--- config.mk ---
export PLATFORM = sky130hd
export DESIGN_NAME = uhp_device_flat
export DESIGN_NICKNAME = d
export VERILOG_FILES = /design/src/verilog/uhp_pkg.sv /design/src/verilog/uhp_bus_if.sv /design/src/verilog/uhp_device.sv /design/src/flat_wrapper.sv
export VERILOG_INCLUDE_DIRS = /design/src /design/src/verilog
export SDC_FILE = /design/constraint.sdc
export NUM_CORES = 1
export LEC_CHECK = 0
export BUFFER_PORTS_ARGS = -buffer_cell sky130_fd_sc_hd__buf_2
export CORE_MARGIN = 2
export CORE_UTILIZATION = 30
export CTS_BUF_LIST = sky130_fd_sc_hd__clkbuf_4 sky130_fd_sc_hd__clkbuf_8
export DETAILED_ROUTE_END_ITERATION = 8
export REMOVE_ABC_BUFFERS = 1
export SLEW_MARGIN = 20
export SYNTH_ARGS = -nofsm -noshare
export SYNTH_HDL_FRONTEND = slang
export SYNTH_SLANG_ARGS = --single-unit
--- constraint.sdc ---
create_clock -name i_clock -period 1.9 [get_ports i_clock]
set_clock_uncertainty 0.15 [all_clocks]
set_input_delay 0.19 -clock i_clock [delete_from_list [all_inputs] [get_ports i_clock]]
set_output_delay 0.19 -clock i_clock [all_outputs]
set_load 0.1 [all_outputs]
--- src/verilog/uhp_defs.svh ---
`ifndef UHP_DEFS_SVH
`define UHP_DEFS_SVH
// Device clock period in picoseconds (200 MHz)
`define UHP_CLK_PS 5000
// Bus and timing figures, times in ns
`define UHP_DATA_W 16
`define UHP_SEL_DATA 1'b0
`define UHP_SEL_CMD 1'b1
`define UHP_T_CMD_GAP_NS 300
`define UHP_T_RD_LOW_NS 33
`define UHP_T_RD_HIGH_NS 110
`define UHP_T_WR_LOW_NS 26
`define UHP_T_WR_HIGH_NS 110
`define UHP_T_ADDR_SU_NS 5
`define UHP_T_ADDR_HOLD_NS 8
`define UHP_T_ACK_REQ_NS 72
`define UHP_T_BST_LOW_NS 42
`define UHP_T_BST_HIGH_NS 60
`define UHP_T_BST_RD4_NS 105
`define UHP_T_BST_RD8_NS 150
`define UHP_T_BST_WR4_NS 72
`define UHP_T_BST_WR8_NS 167
// Least times round up to whole cycles
`define UHP_CYC_MIN(ns) ((((ns) * 1000) + `UHP_CLK_PS - 1) / `UHP_CLK_PS)
// Burst lengths
`define UHP_BURST4 4'h4
`define UHP_BURST8 4'h8
`endif

--- src/verilog/uhp_pkg.sv ---
`default_nettype none
package uhp_pkg;
    // DMA operating mode
    typedef enum logic [1:0] {
        UHP_DMA_SINGLE = 2'b00,
        UHP_DMA_BURST4 = 2'b01,
        UHP_DMA_BURST8 = 2'b10
    } uhp_dma_mode_t;
    typedef logic [15:0] uhp_word_t;
endpackage : uhp_pkg
`default_nettype wire
--- src/verilog/uhp_bus_if.sv ---
`default_nettype none
// Processor bus between the controller and the host; data runs on separate host and device wires
interface uhp_bus_if;
    logic cs_n;
    logic rd_n;
    logic wr_n;
    logic port_select;
    logic [15:0] host_data;
    logic host_data_oe_n;
    logic [15:0] dev_data;
    logic dev_data_oe_n;
    logic dma_request;
    logic dma_ack_low;
    logic transfer_end_in_n;
    logic irq;
    logic rst_n;
    modport device (
        input cs_n, rd_n, wr_n, port_select, host_data, host_data_oe_n,
        input dma_ack_low, transfer_end_in_n, rst_n,
        output dev_data, dev_data_oe_n, dma_request, irq
    );
    modport host (
        output cs_n, rd_n, wr_n, port_select, host_data, host_data_oe_n,
        output dma_ack_low, transfer_end_in_n, rst_n,
        input dev_data, dev_data_oe_n, dma_request, irq
    );
endinterface : uhp_bus_if
`default_nettype wire

--- src/verilog/uhp_device.sv ---
// Added by the designer: the placing of the registers and the APB interface to the registers.
`include "uhp_defs.svh"
`default_nettype none
// Function
// RULE1 - 16-bit words, little-endian byte order
// RULE2 - Port select low routes to data port
// RULE3 - Port select high routes to command port
// RULE4 - Strobes honoured only with chip select low; the device also honours them while DMA acknowledge is low
// RULE5 - Separate active-low strobes, one per transfer
// RULE6 - Port select captured at write strobe rise
// RULE7 - Host waits 300 ns after command access
// RULE8 - Read strobe low 33, high 110 ns
// RULE9 - Write strobe low 26, high 110 ns
// RULE10 - Read data valid 32 ns, released 22
// RULE11 - DMA request active level is configurable
// RULE12 - Single DMA: drop request on acknowledge
// RULE13 - Single DMA: rerequest 72 ns after acknowledge
// RULE14 - Acknowledge follows request, ends after strobe
// RULE15 - Bursts of exactly 4 or 8 strobes
// RULE16 - Burst strobe low 42, high 60 ns
// RULE17 - Burst: drop request before final strobe
// RULE18 - Burst request spacing per mode and direction
// RULE19 - End-of-transfer input terminates the DMA
// RULE20 - Interrupt level or edge, either polarity
// RULE21 - Held in reset while reset low
// RULE22 - Host writes command, then data
// RULE23 - Host holds reset low 160 us; the host reset pin just follows CTRL bit 5, with no minimum time
module uhp_device (
    // Clock and reset
    input wire logic i_clock,
    input wire logic i_rst_b,
    // Processor bus
    uhp_bus_if.device bus,
    // Core side: command, data and configuration
    output logic o_cmd_valid,
    output logic [15:0] o_cmd,
    output logic o_wdata_valid,
    output logic [15:0] o_wdata,
    output logic o_rdata_take,
    input wire uhp_pkg::uhp_word_t i_rdata,
    input wire logic i_dma_want,
    input wire logic i_dma_read,
    input wire uhp_pkg::uhp_dma_mode_t i_dma_mode,
    input wire logic i_dma_request_active_high,
    input wire logic i_irq_event,
    input wire logic i_irq_edge,
    input wire logic i_irq_active_high,
    output logic o_dma_done
);
    import uhp_pkg::*;

    localparam int GAP_RD4 = `UHP_CYC_MIN(`UHP_T_BST_RD4_NS);
    localparam int GAP_RD8 = `UHP_CYC_MIN(`UHP_T_BST_RD8_NS);
    localparam int GAP_WR4 = `UHP_CYC_MIN(`UHP_T_BST_WR4_NS);
    localparam int GAP_WR8 = `UHP_CYC_MIN(`UHP_T_BST_WR8_NS);
    localparam int GAP_ONE = `UHP_CYC_MIN(`UHP_T_ACK_REQ_NS);

    typedef enum logic [1:0] {
        UHP_D_IDLE = 2'b00,
        UHP_D_REQ = 2'b01,
        UHP_D_XFER = 2'b10,
        UHP_D_GAP = 2'b11
    } uhp_dstate_t;

    typedef struct packed {
        logic [1:0] cs_s;
        logic [1:0] rd_s;
        logic [1:0] wr_s;
        logic [1:0] ack_s;
        logic [1:0] eot_s;
        logic [1:0] sel_s;
        logic [1:0] rst_s;
        logic rd_q;
        logic wr_q;
        logic [15:0] wbuf;
        logic [15:0] wbuf2;
        logic [15:0] cmd;
        logic cmd_valid;
        logic [15:0] wdata;
        logic wdata_valid;
        logic rdata_take;
        logic [15:0] dout;
        logic oe_n;
        uhp_dstate_t dst;
        logic req;
        logic [3:0] left;
        logic [7:0] gap;
        logic done;
        logic irq_prev;
        logic irq_pulse;
        logic [1:0] drop_d;
    } uhp_dev_state_t;

    uhp_dev_state_t cur;
    uhp_dev_state_t next_cur;

    // Strobe count granted per request
    function automatic logic [3:0] burst_len(input uhp_dma_mode_t m);
        case (m)
            UHP_DMA_BURST4: burst_len = `UHP_BURST4;
            UHP_DMA_BURST8: burst_len = `UHP_BURST8;
            default: burst_len = 4'h1;
        endcase
    endfunction : burst_len

    // Spacing between requests for this mode and direction
    function automatic logic [7:0] gap_len(input uhp_dma_mode_t m, input logic rd);
        case (m)
            UHP_DMA_BURST4: gap_len = rd ? 8'(GAP_RD4) : 8'(GAP_WR4);
            UHP_DMA_BURST8: gap_len = rd ? 8'(GAP_RD8) : 8'(GAP_WR8);
            default: gap_len = 8'(GAP_ONE);
        endcase
    endfunction : gap_len

    logic rd_act;
    logic rd_fall;
    logic wr_rise;
    logic dma_cyc;
    logic strobe_fall;
    logic in_reset;

    // Pins pass two flops; only the second stage feeds logic
    always_comb begin
        in_reset = ~cur.rst_s[1];
        dma_cyc = ~cur.ack_s[1];
        rd_act = ~cur.rd_s[1] & (~cur.cs_s[1] | dma_cyc); // [RULE4]
        rd_fall = rd_act & cur.rd_q;
        wr_rise = cur.wr_s[1] & ~cur.wr_q;
        strobe_fall = dma_cyc & ((~cur.rd_s[1] & cur.rd_q) | (~cur.wr_s[1] & cur.wr_q));
    end

    // Next-state logic for the whole port
    always_comb begin
        next_cur = cur;
        next_cur.cs_s = {cur.cs_s[0], bus.cs_n};
        next_cur.rd_s = {cur.rd_s[0], bus.rd_n};
        next_cur.wr_s = {cur.wr_s[0], bus.wr_n};
        next_cur.ack_s = {cur.ack_s[0], bus.dma_ack_low};
        next_cur.eot_s = {cur.eot_s[0], bus.transfer_end_in_n};
        next_cur.sel_s = {cur.sel_s[0], bus.port_select};
        next_cur.rst_s = {cur.rst_s[0], bus.rst_n};
        next_cur.rd_q = cur.rd_s[1];
        next_cur.wr_q = cur.wr_s[1];
        next_cur.wbuf = bus.host_data;  // Data held 8 ns past the rise, so two stages keep it
        next_cur.wbuf2 = cur.wbuf;
        next_cur.cmd_valid = 1'b0;
        next_cur.wdata_valid = 1'b0;
        next_cur.rdata_take = 1'b0;
        next_cur.done = 1'b0;
        // Two extra stages hold a burst request past 22 ns after the strobe fall
        next_cur.drop_d = {cur.drop_d[0], strobe_fall};
        // Writes land on the synchronised rising edge of the write strobe
        if (wr_rise && (!cur.cs_s[1] || dma_cyc)) begin
            if (cur.sel_s[1] == `UHP_SEL_CMD && !dma_cyc) begin // [RULE6] [RULE3]
                next_cur.cmd = cur.wbuf2;
                next_cur.cmd_valid = 1'b1;
            end else begin // [RULE2]
                next_cur.wdata = cur.wbuf2; // [RULE1]
                next_cur.wdata_valid = 1'b1;
            end
        end
        // Read: data latched at strobe fall, about 15 ns after it; drop on rise
        if (rd_fall) begin
            next_cur.dout = (cur.sel_s[1] == `UHP_SEL_CMD && !dma_cyc) ? cur.cmd : i_rdata; // [RULE10]
            next_cur.oe_n = 1'b0;
            next_cur.rdata_take = (cur.sel_s[1] == `UHP_SEL_DATA) || dma_cyc;
        end else if (!rd_act) begin
            next_cur.oe_n = 1'b1; // [RULE10]
        end
        // DMA handshake
        case (cur.dst)
            UHP_D_IDLE: begin
                if (i_dma_want) begin
                    next_cur.req = 1'b1;
                    next_cur.left = burst_len(i_dma_mode); // [RULE15]
                    next_cur.dst = UHP_D_REQ;
                end
            end
            UHP_D_REQ: begin
                if (dma_cyc) begin
                    if (i_dma_mode == UHP_DMA_SINGLE) begin
                        next_cur.req = 1'b0; // [RULE12]
                    end
                    next_cur.dst = UHP_D_XFER;
                end
            end
            UHP_D_XFER: begin
                if (strobe_fall) begin
                    next_cur.left = cur.left - 4'h1;
                end
                if (cur.drop_d[1]) begin
                    next_cur.req = 1'b0; // [RULE17]
                end
                if (!cur.eot_s[1] && dma_cyc) begin
                    next_cur.req = 1'b0; // [RULE19]
                    next_cur.done = 1'b1;
                    next_cur.left = 4'h0;
                end
                if (!dma_cyc) begin
                    next_cur.gap = gap_len(i_dma_mode, i_dma_read); // [RULE18] [RULE13]
                    next_cur.dst = UHP_D_GAP;
                end
            end
            UHP_D_GAP: begin
                if (cur.gap != 8'h00) begin
                    next_cur.gap = cur.gap - 8'h01;
                end else begin
                    next_cur.dst = UHP_D_IDLE;
                end
            end
            default: next_cur.dst = UHP_D_IDLE;
        endcase
        // Interrupt: level follows event, edge gives one-cycle pulse
        next_cur.irq_prev = i_irq_event;
        next_cur.irq_pulse = i_irq_event & ~cur.irq_prev;
        // Synchronised reset pin holds the DMA state, request, read drive and command at rest
        if (in_reset) begin // [RULE21]
            next_cur.dst = UHP_D_IDLE;
            next_cur.req = 1'b0;
            next_cur.oe_n = 1'b1;
            next_cur.cmd = 16'h0000;
            next_cur.cmd_valid = 1'b0;
            next_cur.wdata_valid = 1'b0;
            next_cur.rdata_take = 1'b0;
        end
    end

    // State register
    always_ff @(posedge i_clock or negedge i_rst_b) begin
        if (!i_rst_b) begin
            cur <= '0;
            cur.cs_s <= 2'h3;
            cur.rd_s <= 2'h3;
            cur.wr_s <= 2'h3;
            cur.ack_s <= 2'h3;
            cur.eot_s <= 2'h3;
            cur.rd_q <= 1'b1;
            cur.wr_q <= 1'b1;
            cur.oe_n <= 1'b1;
            cur.dst <= UHP_D_IDLE;
        end else begin
            cur <= next_cur;
        end
    end

    // Outputs
    assign bus.dev_data = cur.dout;
    assign bus.dev_data_oe_n = cur.oe_n;
    assign bus.dma_request = cur.req ~^ i_dma_request_active_high; // [RULE11]
    assign bus.irq = (i_irq_edge ? cur.irq_pulse : cur.irq_prev) ~^ i_irq_active_high; // [RULE20]
    assign o_cmd_valid = cur.cmd_valid;
    assign o_cmd = cur.cmd;
    assign o_wdata_valid = cur.wdata_valid;
    assign o_wdata = cur.wdata;
    assign o_rdata_take = cur.rdata_take;
    assign o_dma_done = cur.done | (cur.dst == UHP_D_XFER && cur.left == 4'h0 && !dma_cyc);
endmodule : uhp_device
`default_nettype wire

--- src/flat_wrapper.sv ---
// flat-port wrapper written by rule: the top's interface ports become plain ports
module uhp_device_flat import uhp_pkg::*;
  (i_clock, i_rst_b, o_cmd_valid, o_cmd, o_wdata_valid, o_wdata, o_rdata_take, i_rdata, i_dma_want, i_dma_read, i_dma_mode, i_dma_request_active_high, i_irq_event, i_irq_edge, i_irq_active_high, o_dma_done, bus_cs_n, bus_rd_n, bus_wr_n, bus_port_select, bus_host_data, bus_host_data_oe_n, bus_dma_ack_low, bus_transfer_end_in_n, bus_rst_n, bus_dev_data, bus_dev_data_oe_n, bus_dma_request, bus_irq);
  uhp_bus_if bus_i ();
  input wire logic i_clock;
  input wire logic i_rst_b;
  output logic o_cmd_valid;
  output logic [15:0] o_cmd;
  output logic o_wdata_valid;
  output logic [15:0] o_wdata;
  output logic o_rdata_take;
  input wire uhp_pkg::uhp_word_t i_rdata;
  input wire logic i_dma_want;
  input wire logic i_dma_read;
  input wire uhp_pkg::uhp_dma_mode_t i_dma_mode;
  input wire logic i_dma_request_active_high;
  input wire logic i_irq_event;
  input wire logic i_irq_edge;
  input wire logic i_irq_active_high;
  output logic o_dma_done;
  input wire logic [$bits(bus_i.cs_n)-1:0] bus_cs_n;
  input wire logic [$bits(bus_i.rd_n)-1:0] bus_rd_n;
  input wire logic [$bits(bus_i.wr_n)-1:0] bus_wr_n;
  input wire logic [$bits(bus_i.port_select)-1:0] bus_port_select;
  input wire logic [$bits(bus_i.host_data)-1:0] bus_host_data;
  input wire logic [$bits(bus_i.host_data_oe_n)-1:0] bus_host_data_oe_n;
  input wire logic [$bits(bus_i.dma_ack_low)-1:0] bus_dma_ack_low;
  input wire logic [$bits(bus_i.transfer_end_in_n)-1:0] bus_transfer_end_in_n;
  input wire logic [$bits(bus_i.rst_n)-1:0] bus_rst_n;
  output wire logic [$bits(bus_i.dev_data)-1:0] bus_dev_data;
  output wire logic [$bits(bus_i.dev_data_oe_n)-1:0] bus_dev_data_oe_n;
  output wire logic [$bits(bus_i.dma_request)-1:0] bus_dma_request;
  output wire logic [$bits(bus_i.irq)-1:0] bus_irq;
  assign bus_i.cs_n = bus_cs_n;
  assign bus_i.rd_n = bus_rd_n;
  assign bus_i.wr_n = bus_wr_n;
  assign bus_i.port_select = bus_port_select;
  assign bus_i.host_data = bus_host_data;
  assign bus_i.host_data_oe_n = bus_host_data_oe_n;
  assign bus_i.dma_ack_low = bus_dma_ack_low;
  assign bus_i.transfer_end_in_n = bus_transfer_end_in_n;
  assign bus_i.rst_n = bus_rst_n;
  assign bus_dev_data = bus_i.dev_data;
  assign bus_dev_data_oe_n = bus_i.dev_data_oe_n;
  assign bus_dma_request = bus_i.dma_request;
  assign bus_irq = bus_i.irq;
  uhp_device u_core (.i_clock(i_clock), .i_rst_b(i_rst_b), .bus(bus_i), .o_cmd_valid(o_cmd_valid), .o_cmd(o_cmd), .o_wdata_valid(o_wdata_valid), .o_wdata(o_wdata), .o_rdata_take(o_rdata_take), .i_rdata(i_rdata), .i_dma_want(i_dma_want), .i_dma_read(i_dma_read), .i_dma_mode(i_dma_mode), .i_dma_request_active_high(i_dma_request_active_high), .i_irq_event(i_irq_event), .i_irq_edge(i_irq_edge), .i_irq_active_high(i_irq_active_high), .o_dma_done(o_dma_done));
endmodule
---- Word level (Yosys, flattened, before mapping) ----
Cells that the tools add are included.
storage, ports and cells
  bits in read-only memories .............. 0
  register bits ........................... 120
  bits in latches ......................... 0
  bits of input ports ..................... 50
  word-level logic and storage cells ...... 119
  bits in writable memories ............... 0
  output and inout port bits .............. 55
  memories ................................ 0
cells by class
  add/sub/neg operators ................... 2
  bitwise operators ....................... 20
  shift operators ......................... 0
  eq/ne operators ......................... 19
  reductions and logical operators ........ 21
  multipliers ............................. 0
  div/mod/pow operators ................... 0
  multiplexer cells ....................... 31
  order comparisons ....................... 0
operator list
  cell                                                                 count
  17-bit 2-to-1 mux                                                    4
  34-bit 2-to-1 mux                                                    1
  8-bit one-hot mux with 2 select lines                                2
  16-bit 2-to-1 mux                                                    1
  8-bit 2-to-1 mux                                                     2
  4-bit one-hot mux with 2 select lines                                2
  3-bit inequality test (second input constant)                        5
  5-bit 2-to-1 mux                                                     2
  4-bit 2-to-1 mux                                                     2
  4-bit inequality test (second input constant)                        2
  1-bit NOT                                                            8
  2-bit one-hot mux with 4 select lines                                1
  8-bit nonzero test                                                   1
  8-bit by 1-bit subtractor with 8-bit output (second input constant)  1
  1-bit bitwise AND                                                    7
  1-bit 2-to-1 mux                                                     7
  7-bit 2-to-1 mux                                                     1
  2-bit == test (second input constant)                                3
  2-bit 2-to-1 mux                                                     3
  6-bit 2-to-1 mux                                                     1
  2-bit inequality test (second input constant)                        3
  3-bit AND reduction                                                  2
  1-bit logical AND                                                    5
  5-bit AND reduction                                                  1
  other kinds (16)                                                     26

---- Depth between registers and ports, before layout ----
  word-level depth ........................ 8
  gate-level depth with buffers ........... 8
  depth with buffers taken out ............ 6

---- Worst setup path before layout ----
OpenSTA, ideal clock, no wires.
  path kind ............................... register to output
  start ................................... register u_core.cur[113] (netlist name)
  end ..................................... output port o_dma_done
  stages on the path, launching flop included .. 5
  arrival ................................. 2,291 ps
  required time ........................... 1,560 ps
  setup slack ............................. -731 ps
  path buffers ............................ 2
  path through ............................ dfstp_2 -> buf_2 -> buf_2 -> nand4_1 -> o21bai_1
on the way
  longest elaborated chain between the ends .. 2
RTL lines
  item                      line                RTL
  start: declaration        uhp_device.sv:94    uhp_dev_state_t cur;
  start signal: assignment  uhp_device.sv:242   cur <= next_cur;
  1-bit logical AND         uhp_device.sv:256   assign o_dma_done = cur.done | (cur.dst == UHP_D_XFER && cur.left == 4'h0 && !dma_cyc);
  1-bit OR                  uhp_device.sv:256
  end: declaration          flat_wrapper.sv:20  output logic o_dma_done;
Every way passes these cells.

---- Worst setup path after layout ----
  start ................................... register u_core.cur[13] (netlist name)
  end ..................................... output port o_dma_done
on the way
  longest elaborated chain between the ends .. 4
RTL lines
  item                            line
  4-bit zero test                 uhp_device.sv:256
  1-bit logical AND (2 in a row)  uhp_device.sv:256
  1-bit OR                        uhp_device.sv:256
Every way passes these cells.

==> results.yml <==
power:
  p_per_area_mw_per_mm2: 1290
  comb_power_share_pct: 34.8
  power.switching_w: 0.00333
  leakagePower_nw: 3.09
  pwr-share-clk_pct: 29.2
  peakVddDrop_v: 0.000389
  internal_power_w: 0.00527
  swShare_pct: 38.7
  pwr-share-seq_pct: 36.0
grt:
  grt_pass1_wl_mm: 18.9
  grt_util_all_layers_pct: 13.7
  antenna_found_initial: 0
  overflow: 0
  grt_start_max_net_pins: 85
  first_global_vias: 3709
yosys:
  ys_ff_latch: 120
  synth.avg_cell_area_um2: 11.7
  netlist_area_mm2: 0.00507
  yosysWarnings: 0
  postSynthCellCount: 434
  seq_area_frac_synth_pct: 59.5
  synth-edff-count: 0
  synth.top_cells.by_area: "dfrtp_1 (53%), buf_4 (7.1%), dfstp_2 (6.7%)"
  synth_top_area_cell: "dfrtp_1"
  async_flop_share_pct: 100
  synth_top_area_share_pct: 52.8
  yosysUniqueCellTypes: 49
  ys.flop_type: "dfrtp_1"
timing:
  final.min_clock_period_ns: 1.89
  hold_violations: 0
  max_slew_margin_pct: 64.9
  drv_slew: 0
  setup_viol: 0
  worst_pin_slew_ns: 0.531
  grt_setup_unrepaired: "yes"
  fin_crit_sh_pct: 99.4
  fmax_ghz: 0.529
placement:
  dp_hpwl_mm: 7.86
  gp_congestion: 0.845
  placed_area_mm2: 0.00564
  io_buffers: 103
  place_inst: 713
run_status:
  status: "complete, no violations"
setup_path:
  endpoint_kind: "primary output"
  crit_end: "o_dma_done"
  worstPathRequired_ns: 1.56
  r2r_slack_ns: 0.03
  crit_path_start: "u_core.cur[13]"
  path_class: "reg -> out"
  crit_fanout: 2
  worstPathCellList: "inv_2 -> ha_1 -> nand4_1 -> o21bai_2 -> buf_12"
  cp_slowest_cell: "dfrtp_1"
  reg2reg_from: "u_core.cur[18]"
  crit_path_max_incr_delay_ns: 0.40
  startpoint_type: "flop"
  r2r_end: "u_core.cur[13]"
  critPathArrivalTime_ns: 1.55
  rr_worst_depth: 7
clock_network:
  clk_path_buf_depth: 2
  cts_tree: "built"
  path_clk_slew_ns: 0.07
  cts_num_sinks: 120
  cts_root_buf: "clkbuf_8"
  cts_made_buffers: 17
  clk_latency_ns: 0.44
  cts.htree.levels: 4
final_layout:
  area_growth_pct: 31.4
  final_nets: 625
  final_area_mm2: 0.00667
  fin_util_pct: 40.2
  stdcell_count: 795
  drive_gt1_share_pct: 37.4
  diodes: 0
min_path:
  hold_path_class: "in -> reg"
detailed_routing:
  drt_iter0_drc: 142
  ant_nets: 0
  drc: 0
  drt_first_pass_iters: 4
  viasPerCell: 4.44
  wire_per_inst_um: 14.9
  wirelength_mm: 11.9
  vias: 3530
flow_run:
  cap_violations: 0
die:
  fp.dieW_um: 134
  ios: 105
  die_h_um: 134
  rows: 47
  core_area_mm2: 0.0166
  start_util_pct: 30.6
  dieArea_mm2: 0.0180
## area by class of cell
type | instances | area (µm²)
Timing Repair Buffer | 174 | 1220
Clock inverter | 12 | 165
Tap cell | 220 | 275
Inverter | 15 | 56.3
Fill cell | 1617 | 9910
Clock buffer | 20 | 275
Sequential cell | 120 | 3020
Multi-Input combinational cell | 234 | 1660
## per-stage QoR
step | setup WS, ns | setup TNS, ns | total power (W) | hold slack (ns)
finish | 0.0106 | 0 | 0.00860 | 0.0114
global route | -0.0818 | -0.327 | 0.00902 | 0.0325
CTS | -0.0466 | -0.0483 | 0.00848 | 0.00347
detailed placement | -0.0560 | -0.0560 | 0.00575 | 0.122
global placement | -0.0104 | -0.0104 | 0.00568 | 0.113
floorplan | -0.718 | -9.02 | 0.00504 | -0.256
## worst min path at each step
stage          slack [ns]   startpoint                 endpoint  depth (start not counted)
2_1_floorplan       -0.26      i_rst_b   u_core.bus.dev_data[0]                          0
3_3_place_gp         0.11      i_rst_b          u_core.cur[109]                          2
3_5_place_dp         0.12      i_rst_b          u_core.cur[109]                          2
4_1_cts             0.003  i_rdata[10]  u_core.bus.dev_data[10]                          3
5_1_grt              0.03  i_rdata[10]  u_core.bus.dev_data[10]                          3
6_report             0.01  i_rdata[10]  u_core.bus.dev_data[10]                          3
## cells in the mapped netlist (2+ instances only)
master,count
a21oi_1,42
a32o_1,2
buf_2,13
buf_4,48
clkbuf_1,4
dfrtp_1,107
dfstp_2,13
ha_1,13
inv_1,15
mux2_1,9
mux2_2,9
mux2i_1,19
nand2_1,45
nand2b_1,9
nand4_1,4
nor2_1,25
nor2b_1,5
nor3_1,4
nor3b_1,3
o211a_1,2
o211ai_1,5
o21ai_0,4
o21ai_1,4
o31ai_1,2
or3_1,2
xnor2_1,2
xor2_1,2
## cell usage in the layout (no fill, tap or decap), types with 2 or more instances in the layout
master         Yosys  final
ha_1              13      9
a21oi_1           42     41
dlygate4sd3_1      0     41
buf_12             0      4
mux2i_1           19     19
dfrtp_1          107    106
ha_4               0      3
mux2_1             9      9
nand4_1            4      4
nand2b_1           9      9
buf_6              0      3
buf_2             13    100
o31ai_1            2      2
clkinv_4           0      3
xor2_1             2      2
buf_4             48     26
bufinv_16          0      3
inv_6              0      3
o211a_1            2      2
o211ai_1           5      5
xnor2_1            2      2
inv_2              0      5
clkinvlp_4         0      3
clkbuf_8           0     20
or3_1              2      2
o21ai_0            4      4
dfstp_2           13     13
mux2_2             9      9
a32o_1             2      2
nor2_1            25     25
nor2b_1            5      3
nand2_1           45     45
nor3b_1            3      2
nor3_1             4      4
o21ai_1            4      2
inv_1             15     10
## worst max-delay path, delay by kind of cell (launching register included)
kind,cells,cell delay (ns)
buf+inv,2,0.27
fa+ha+maj,1,0.15
flops,1,0.40
simple gates,1,0.11
compound gates,1,0.19
## repair_timing
item,in CTS,in global routing
resized for setup,11,20
buffers inserted,6,3
cloned,0,1
setup endpoints to repair,4,13
pin swaps,2,7
endpoints found under the hold margin,159,0
hold buffers,41,0
## sequential cells by signal (all words and copies together), names as in the netlist
register	count
u_core.o_rdata_take	1
u_core.o_cmd	16
u_core.cur	68
u_core.o_cmd_valid	1
u_core.bus.dev_data	16
u_core.o_wdata_valid	1
u_core.o_wdata	16
u_core.bus.dev_data_oe_n	1
## metal layers
metal	GRT usage, %	wire length [µm]	vias to the layer above
met3	3.63	421	26
met1	16.4	5140	1738
li1	-	-	1687
met4	7.31	371	0
met5	0	0	-
met2	22.8	5920	79
## power by group through the flow
| stage | Sequential [W] | Combinational, W | Clock (W) |
|---|---|---|---|
| finish | 0.00310 | 0.00299 | 0.00251 |
| detailed placement | 0.00314 | 0.00261 | 0 |
| CTS | 0.00309 | 0.00280 | 0.00260 |
| floorplan | 0.00405 | 0.000992 | 0 |
| global route | 0.00313 | 0.00317 | 0.00272 |
| global placement | 0.00312 | 0.00256 | 0 |
## logic make-up after synthesis
logic type | count (synthesis) | share of synthesized area, %
AOI/OAI and AO/OA | 73 | 8.90
muxes | 37 | 7.74
buffers and inverters | 80 | 9.79
adders and majority gates | 13 | 3.21
DFF | 120 | 59.5
xor gates and xnor gates | 4 | 0.690
and+or+nand+nor | 107 | 10.2
No activity file was read; power rests on OpenSTA's default activity.
